## src/rtl/ccid_pkg.sv

```systemverilog
// Package for the cache identification register bank.
// Assumes a 32-bit APB slave with word-aligned registers.
package ccid_pkg;
  // Register byte offsets
  localparam logic [11:0] CCID_SEL_OFF = 12'h000;
  localparam logic [11:0] CCID_TYPE_OFF = 12'h004;
  localparam logic [11:0] CCID_SIZE_OFF = 12'h008;
  // Selection field positions
  localparam int CCID_SEL_IND_BIT = 0;
  localparam int CCID_SEL_LVL_LO = 1;
  localparam int CCID_SEL_LVL_HI = 3;
  // Cache type field positions
  localparam int CCID_FMT_LO = 29;
  localparam int CCID_CWG_LO = 24;
  localparam int CCID_ERG_LO = 20;
  localparam int CCID_DMIN_LO = 16;
  localparam int CCID_RAO_LO = 14;
  localparam int CCID_IMIN_LO = 0;
  // Format codes
  localparam logic [2:0] CCID_FMT_NONE = 3'h0;
  localparam logic [2:0] CCID_FMT_V7 = 3'h4;
  localparam logic [3:0] CCID_GRAN_MAX = 4'h9;
  localparam logic [1:0] CCID_RAO_VAL = 2'h3;
  // Value after reset of the stored selection bits (architecturally unknown)
  localparam logic [3:0] CCID_SEL_RST = 4'h0;
  localparam int CCID_NUM_CACHES = 14;
  // Access states, Gray coded
  typedef enum logic [1:0] {
    CCID_IDLE = 2'b00,
    CCID_SETUP = 2'b01,
    CCID_ACCESS = 2'b11
  } ccid_state_e;
endpackage

```

## src/rtl/ccid_size_rom.sv

```systemverilog
// Per-cache size identification words, selected by level and type.
// Assumes the selection comes from the selection register in ccid_regs.
`timescale 1ns/1ps
`default_nettype none
module ccid_size_rom
  import ccid_pkg::*;
#(
  parameter logic [13:0] PRESENT = 14'h0003,
  parameter logic [31:0] SIZE_WORD = 32'h7003E019
)
(
  // Selection
  input wire logic [3:0] sel,
  // Result
  output logic [31:0] size_word,
  output logic present
);
  logic [31:0] words [CCID_NUM_CACHES];
  genvar g;
  // One size word per possible cache; absent ones read zero
  generate
    for (g = 0; g < CCID_NUM_CACHES; g++)
    begin : g_cache
      assign words[g] = PRESENT[g] ? SIZE_WORD : 32'h00000000;
    end
  endgenerate
  always_comb
  begin
    present = 1'b0;
    size_word = 32'h00000000;
    if (sel < 4'(CCID_NUM_CACHES))
    begin
      present = PRESENT[sel];
      size_word = words[sel];
    end
  end
endmodule // ccid_size_rom
`default_nettype wire

```

## src/rtl/ccid_regs.sv

```systemverilog
// Cache identification register bank on APB.
// Assumes pprot[0] marks privileged access; the CPU clocks pclk.
`timescale 1ns/1ps
`default_nettype none
module ccid_regs
  import ccid_pkg::*;
#(
  parameter logic [2:0] FORMAT = CCID_FMT_V7,
  parameter logic [3:0] WB_GRANULE = 4'h0,
  parameter logic [3:0] RES_GRANULE = 4'h0,
  parameter logic [3:0] DLINE_LOG2 = 4'h3,
  parameter logic [3:0] ILINE_LOG2 = 4'h3,
  parameter logic [13:0] CACHE_PRESENT = 14'h0003
)
(
  // Clock and reset
  input wire logic pclk,
  input wire logic presetn,
  // APB slave
  input wire logic psel,
  input wire logic penable,
  input wire logic pwrite,
  input wire logic [11:0] paddr,
  input wire logic [31:0] pwdata,
  input wire logic [3:0] pstrb,
  input wire logic [2:0] pprot,
  output logic [31:0] prdata,
  output logic pready,
  output logic pslverr,
  // Current selection, for the cache side
  output logic [3:0] cache_size_select_out
);
  logic [3:0] cache_size_select;
  logic [31:0] cache_type_info;
  logic [31:0] size_word;
  logic size_present;
  logic priv;
  logic hit_sel;
  logic hit_type;
  logic hit_size;
  logic mapped;
  logic access;
  ccid_state_e state;
  ccid_state_e next_state;
  logic [31:0] next_rdata;
  logic next_err;

  assign priv = pprot[0];
  assign hit_sel = (paddr == CCID_SEL_OFF);
  assign hit_type = (paddr == CCID_TYPE_OFF);
  assign hit_size = (paddr == CCID_SIZE_OFF);
  assign mapped = hit_sel | hit_type | hit_size;
  // An enable without a preceding setup cycle is not a transfer
  assign access = psel & penable & (state == CCID_SETUP);
  // Zero wait states: every access completes in its first access cycle
  assign pready = 1'b1;
  assign cache_size_select_out = cache_size_select;

  // Fixed type word; a reserved granule is clamped to the unknown code
  always_comb
  begin
    cache_type_info = 32'h00000000;
    if (FORMAT != CCID_FMT_NONE)
    begin
      cache_type_info[CCID_FMT_LO +: 3] = FORMAT;
      cache_type_info[CCID_CWG_LO +: 4] =
        (WB_GRANULE > CCID_GRAN_MAX) ? 4'h0 : WB_GRANULE;
      cache_type_info[CCID_ERG_LO +: 4] =
        (RES_GRANULE > CCID_GRAN_MAX) ? 4'h0 : RES_GRANULE;
      cache_type_info[CCID_DMIN_LO +: 4] = DLINE_LOG2;
      cache_type_info[CCID_RAO_LO +: 2] = CCID_RAO_VAL;
      cache_type_info[CCID_IMIN_LO +: 4] = ILINE_LOG2;
    end
  end

  ccid_size_rom #(
    .PRESENT(CACHE_PRESENT),
    .SIZE_WORD(32'h7003E019)
  ) u_rom (
    .sel(cache_size_select),
    .size_word(size_word),
    .present(size_present)
  );

  // Bus phase of the previous cycle
  always_comb
  begin
    next_state = CCID_IDLE;
    case ({psel, penable})
      2'b10: next_state = CCID_SETUP;
      2'b11: next_state = CCID_ACCESS;
      default: next_state = CCID_IDLE;
    endcase
  end

  always_ff @(posedge pclk or negedge presetn)
  begin
    if (!presetn)
      state <= CCID_IDLE;
    else
      state <= next_state;
  end

  // Selection register; only the low nibble is stored
  always_ff @(posedge pclk or negedge presetn)
  begin
    if (!presetn)
      cache_size_select <= CCID_SEL_RST;
    else if (access && pwrite && priv && hit_sel && pstrb[0])
      cache_size_select <= pwdata[CCID_SEL_LVL_HI:CCID_SEL_IND_BIT];
  end

  // Read data and error
  always_comb
  begin
    next_rdata = 32'h00000000;
    next_err = 1'b0;
    if (!priv || !mapped)
      next_err = 1'b1;
    else if (pwrite)
      next_err = !hit_sel;
    else if (hit_sel)
      next_rdata = {28'h0000000, cache_size_select};
    else if (hit_type)
      next_rdata = cache_type_info;
    else
      next_rdata = size_present ? size_word : 32'h00000000;
  end

  // Read data is captured at the end of setup, so it comes from a flop
  // and still needs no wait state; it reads zero outside the access phase
  always_ff @(posedge pclk or negedge presetn)
  begin
    if (!presetn)
      prdata <= 32'h00000000;
    else if (psel && !penable)
      prdata <= next_rdata;
    else
      prdata <= 32'h00000000;
  end
  assign pslverr = access & next_err;
endmodule // ccid_regs
`default_nettype wire

```

## config.mk

```make
export PLATFORM = sky130hd
export DESIGN_NAME = ccid_regs
export DESIGN_NICKNAME = d
export VERILOG_FILES = /design/src/rtl/ccid_pkg.sv /design/src/rtl/ccid_size_rom.sv /design/src/rtl/ccid_regs.sv
export SDC_FILE = /design/constraint.sdc
export NUM_CORES = 1
export LEC_CHECK = 0
export ABC_AREA = 1
export BUFFER_PORTS_ARGS = -buffer_cell sky130_fd_sc_hd__buf_2
export CORE_MARGIN = 8
export CORE_UTILIZATION = 43
export DETAILED_ROUTE_END_ITERATION = 10
export PLACE_DENSITY_LB_ADDON = 0.3
export RECOVER_POWER = 50
export SETUP_SLACK_MARGIN = 0.4
export SYNTH_ARGS = -nofsm -noshare
export SYNTH_HDL_FRONTEND = slang
export SYNTH_HIERARCHICAL = 1
export SYNTH_SLANG_ARGS = --single-unit
```

## constraint.sdc

```tcl
create_clock -name pclk -period 1.5 [get_ports pclk]
set_clock_uncertainty 0.05 [all_clocks]
set_input_delay 0 -clock pclk [delete_from_list [all_inputs] [get_ports pclk]]
set_output_delay 0 -clock pclk [all_outputs]
set_load 0.005 [all_outputs]
```

# Yosys cells after proc, flatten, opt, wreduce, memory -nomap -nowiden
# Memories as Yosys holds them, arrays and structs flattened.
# Index checks and enable logic that the tools add are counted.
[totals]
ff_bits = 38
rom_bits = 528
input_bits = 56
output_inout_bits = 38
elab_cells = 44
n_memories = 2
[op_classes]
order_cmp = 3
n_eq_ne = 5
n_mux = 14
bitwise = 6
reduce_logical = 11
[mem_list]
columns = ["name", "depth", "word_bits", "read_ports", "rd_ports_with_merged_regs", "wr", "line_no", "source"]
rows = [
  ["(no name shown)", 16, 32, 1, 0, 0, "ccid_size_rom.sv:34", "size_word = words[sel];"],
  ["(no name shown)", 16, 1, 1, 0, 0, "ccid_size_rom.sv:33", "present = PRESENT[sel];"],
]
[op_table]
columns = ["operator", "count"]
rows = [
  ["two-way mux 32 bit", 9],
  ["equality test 12 x 3 -> 1 bit, second input constant", 1],
  ["equality test 12 x 4 -> 1 bit, second input constant", 1],
  ["logical NOT 12 bit", 1],
  ["greater-or-equal comparator 5 bit, second input constant", 1],
  ["logical AND 1 bit", 5],
  ["less-than comparator 4 x 5 -> 1 bit, second input constant", 1],
  ["NOT 4 -> 5 bit", 1],
  ["equality test 2 bit, second input constant", 2],
  ["logical NOT 1 bit", 4],
  ["less-than comparator 4 bit, second input constant", 1],
  ["two-way mux 1 bit", 4],
  ["case mux 2 bit (2 select lines)", 1],
  ["AND 1 bit", 3],
  ["equality test 2 x 1 -> 1 bit, second input constant", 1],
  ["OR 1 bit", 2],
  ["logical OR 1 bit", 1],
]

# Longest topological paths before layout
[depth]
ltp_word = 11
mapped_depth = 9
depth_no_buf = 7

# Cells and area by module
# The synthesis kept the hierarchy.
[by_module_without_submodules]
columns = ["mod", "instances", "cells_each", "area_per_inst_um2", "seq_area_each_um2"]
rows = [
  ["ccid_regs", 1, 186, 1679.1, 950.9],
  ["ccid_size_rom", 1, 37, 261.5, 0.0],
]

# Least setup slack after synthesis
# No wires, ideal clock.
[synth_path]
kind = "register to register"
start = "register cache_size_select[3] (netlist: cache_size_select_out[3])"
end = "register prdata[13]"
setup_ps = 72
t_arrival_ps = 1588
required_ps = 1378
setup_slack_ps = -210
stages_incl_launch_ff = 10
path_buffers = 2
synth_period_minus_slack_ps = 1710
cell_sequence = "dfrtp_1 > inv_1 > nand2_1 > nor2_2 > buf_4 > inv_2 > nor2_1 > buf_4 > nand4_1 > nor2_1"
[synth_between]
elab_cells_between_ends = 15
classes_between = "1 x order compare; 11 x mux; 1 x bitwise; 2 x memory"
[synth_rtl]
columns = ["item", "line_no", "source"]
rows = [
  ["from (decl)", "ccid_regs.sv:33", "logic [3:0] cache_size_select;"],
  ["from (signal assigned)", "ccid_regs.sv:110", "cache_size_select <= pwdata[CCID_SEL_LVL_HI:CCID_SEL_IND_BIT];"],
  ["memory read (16 x 1 bit)", "--", ""],
  ["two-way mux 1 bit (not written as such)", "ccid_size_rom.sv:33", ""],
  ["two-way mux 1 bit (*)", "ccid_size_rom.sv:31", "if (sel < 4'(CCID_NUM_CACHES))"],
  ["net size_present", "ccid_regs.sv:36", "logic size_present;"],
  ["two-way mux 32 bit (*)", "ccid_regs.sv:127", "next_rdata = size_present ? size_word : 32'h00000000;"],
  ["two-way mux 32 bit (*)", "ccid_regs.sv:124", "else if (hit_type)"],
  ["two-way mux 32 bit (*)", "ccid_regs.sv:122", "else if (hit_sel)"],
  ["two-way mux 32 bit (*)", "ccid_regs.sv:120", "else if (pwrite)"],
  ["two-way mux 32 bit (*)", "ccid_regs.sv:118", "if (!priv || !mapped)"],
  ["two-way mux 32 bit (*)", "ccid_regs.sv:136", "else if (psel && !penable)"],
  ["to (signal assigned)", "ccid_regs.sv:137", "prdata <= next_rdata;"],
  ["to (decl)", "ccid_regs.sv:27", "output logic [31:0] prdata,"],
]
# The timed path passes the listed nets; every way through them passes the cells marked *. The select of a mux whose other input is x is not followed.
# A chain may end at the register's enable or synchronous reset.

# Final worst setup path
[layout_path]
start = "input psel"
end = "output pslverr"
[layout_between]
elab_chain_cells = 3
[layout_rtl]
columns = ["item", "line_no", "source"]
rows = [
  ["from (decl)", "ccid_regs.sv:20", "input wire logic psel,"],
  ["AND 1 bit (2 in a row)", "ccid_regs.sv:54", "assign access = psel & penable & (state == CCID_SETUP);"],
  ["AND 1 bit", "ccid_regs.sv:141", "assign pslverr = access & next_err;"],
  ["to (decl)", "ccid_regs.sv:29", "output logic pslverr,"],
]
# No other way between the ends.

==> results.sh <==
export IMPL_status="complete, but fails checks"
export IMPL_failed_checks="negative hold slack"
export IMPL_final_max_slew_viol_count=0
export IMPL_fillers=401
export IMPL_worst_ir_drop_vdd_mv=0.447
export IMPL_place_inst=320
export IMPL_area_delta_synth_final_pct=22.8
export IMPL_clk_path_buf_depth=2
export IMPL_crit_required_ps=1450
export IMPL_min_delay_path_depth=3
export IMPL_netlist_area_leader_share_pct=49.0
export IMPL_die_w_um=83.2
export IMPL_grt_overflow_total=0
export IMPL_synthTopCellsByArea="dfrtp_1 (49%), buf_4 (15%), nor2_1 (7.7%), nand4_1 (7.4%), nand2_1 (5.6%)"
export IMPL_holdBufCountCts=7
export IMPL_finalWirelength_mm=3.95
export IMPL_synth_cells=223
export IMPL_ys_types=22
export IMPL_netSwitchingPower_uw=436
export IMPL_power_frac_seq_pct=54.2
export IMPL_insertedDiodeCount=0
export IMPL_grt_antenna_before_repair=0
export IMPL_stdcell_count=342
export IMPL_start_util_pct=44.6
export IMPL_grt_total_usage_pct=11.8
export IMPL_grt_max_degree=39
export IMPL_grt_pass1_wl_mm=6.78
export IMPL_syn_cell_area_mm2=0.00194
export IMPL_cp_start_kind="primary input"
export IMPL_grt_pass1_vias=1540
export IMPL_gp_congestion=0.799
export IMPL_drt_iter0_markers=56
export IMPL_synth_top_cells_by_count="nor2_1 (40), buf_4 (39), dfrtp_1 (38), nand2_1 (29), nand4_1 (23)"
export IMPL_route_detailed_drc=0
export IMPL_ys_seq_area_share_pct=49.0
export IMPL_synth_area_per_cell_um2=8.70
export IMPL_yosys_cell_count_top_type="nor2_1"
export IMPL_layout_min_cycle_time_ps=1300
export IMPL_p_clk_share_pct=37.8
export IMPL_power_internal_uw=1460
export IMPL_ant_nets=0
export IMPL_clkTransAtPathRegs_ps=70
export IMPL_synth_edff_count=0
export IMPL_leakage_uw=0.00134
export IMPL_fmax_mhz=771
export IMPL_setup_viol=0
export IMPL_slew_headroom_pct=40.2
export IMPL_routedWlPerCell_um=11.5
export IMPL_reg2regPathDepth=7
export IMPL_power_density_mw_per_mm2=796
export IMPL_num_rows=24
export IMPL_yosysTopAreaCell="dfrtp_1"
export IMPL_finalNetCount=345
export IMPL_portBuffers=59
export IMPL_cap_violations=0
export IMPL_vias_per_cell=4.47
export IMPL_async_flop_share_pct=100
export IMPL_tightest_slew_ps=898
export IMPL_dp_hpwl_mm=2.72
export IMPL_cts_tree="done"
export IMPL_layout_drive_gt1_share_pct=32.1
export IMPL_arrival_ps=1250
export IMPL_dr_pass1_iters=4
export IMPL_core_area_mm2=0.00435
export IMPL_cts_buffers_inserted=5
export IMPL_hold_class="in2reg"
export IMPL_vias=1528
export IMPL_synth_top_flop_cell="dfrtp_1"
export IMPL_io_pins=94
export IMPL_rsz0062_at_grt="yes"
export IMPL_endpoint_kind="output port"
export IMPL_hold_slack_ps=-127
export IMPL_hold_viol=1
export IMPL_htree_levels=2
export IMPL_ys_warn_count=6
export IMPL_power_switching_share_pct=23.0
export IMPL_insertion_delay_ps=290
export IMPL_tns_ps=0
export IMPL_root_buffer="clkbuf_8"
export IMPL_cts_sinks=38
export IMPL_worst_setup_path_type="in2out"
export IMPL_synth_seq_cells=38
export IMPL_die_y_um=83.2
export IMPL_fin_crit_sh_pct=86.4
export IMPL_die_area_mm2=0.00692
export IMPL_cp_max_fo=3
export IMPL_combPwrFrac_pct=7.9
[metrics by stage]
step / hold WS [ps] / area [um^2] / setup WS (ps) / utilization [%] / power (uW)
after floorplan: -346 / 2040 / 19.7 / - / 1150
after global placement: 16.9 / 2150 / 198 / 49.3 / 1170
after detailed placement: 25.3 / 2150 / 184 / 49.3 / 1180
after CTS: -129 / 2340 / 260 / 53.8 / 1910
after global routing: -131 / 2380 / 128 / 54.7 / 1980
final: -127 / 2380 / 203 / 54.7 / 1900
[registers in the layout (all words and copies together), names as in the netlist]
| register | flops |
|---|---|
| state | 2 |
| prdata | 32 |
| cache_size_select_out | 4 |
[power groups by stage]
stage | logic, uW | clock network (uW) | registers, uW
2_1_floorplan | 106 | 0 | 1050
3_3_place_gp | 128 | 0 | 1050
3_5_place_dp | 131 | 0 | 1050
4_1_cts | 148 | 734 | 1030
5_1_grt | 172 | 782 | 1030
6_report | 151 | 717 | 1030
[worst max-delay path: stages]
cell           delay [ps]
clkbuf_1              120
dlygate4sd3_1         580
nand2_1                60
clkinv_1               50
nand2_1               100
o21bai_4              190
inv_1                  50
buf_2                 100
[what timing repair did]
| action | CTS | global route |
|---|---|---|
| cloned | 1 | 0 |
| setup buffers | 3 | 3 |
| pin swaps | 2 | 0 |
| gates resized for setup | 2 | 4 |
| endpoints found under the hold margin | 48 | 1 |
| setup endpoints to repair | 16 | 16 |
[cell usage in the layout, fill, tap and decap left out, drive strengths merged]
cell type,netlist,final
buf,44,72
nand2,29,29
conb,2,22
a21boi,7,7
o21bai,1,1
o21ai,4,4
nand4,23,23
dfrtp,38,38
nand3b,3,3
clkinv,1,3
dlygate4sd3,0,7
nor2,45,45
a21oi,2,2
clkbuf,1,12
inv,17,16
nand3,6,6
[final cells by class]
cell class / instances / area [um^2] / share of cell area [%]
multi-input combinational: 142 / 708 / 29.7
clock buffer: 7 / 86.3 / 3.62
clock inverter: 1 / 5.00 / 0.210
sequential: 38 / 951 / 39.9
tap: 52 / 65.1 / 2.73
timing repair buffer: 84 / 497 / 20.9
inverter: 18 / 70.1 / 2.94
[routing by layer]
metal | part of all wire [%] | global-route usage [%]
met2 | 48 | 19.4
met3 | 7.2 | 5.27
met1 | 43 | 12.8
met5 | 0 | 0
met4 | 1.3 | 4.79
[path summary, 6_finish.rpt]
path                                            end  slack, ps                startpoint
max                                         pslverr        200                      psel
min                                        state[1]       -130                   penable
max reg2reg                              prdata[30]        250  cache_size_select_out[3]
min reg2reg                cache_size_select_out[0]        480  cache_size_select_out[0]
max in group asynchronous                prdata[15]        440                   presetn
min in group asynchronous                 prdata[8]        400                   presetn
[logic make-up (layout without fill, tap and decap cells)]
logic type,Yosys count,after routing,synth area share [%]
and+or+nand+nor,106,106,25.6
buffers and inverters,63,110,20.4
AOI/OAI and AO/OA,14,14,4.64
DFF,38,38,49.0
other,2,22,0.387
Power figures use the tool's default switching activity.
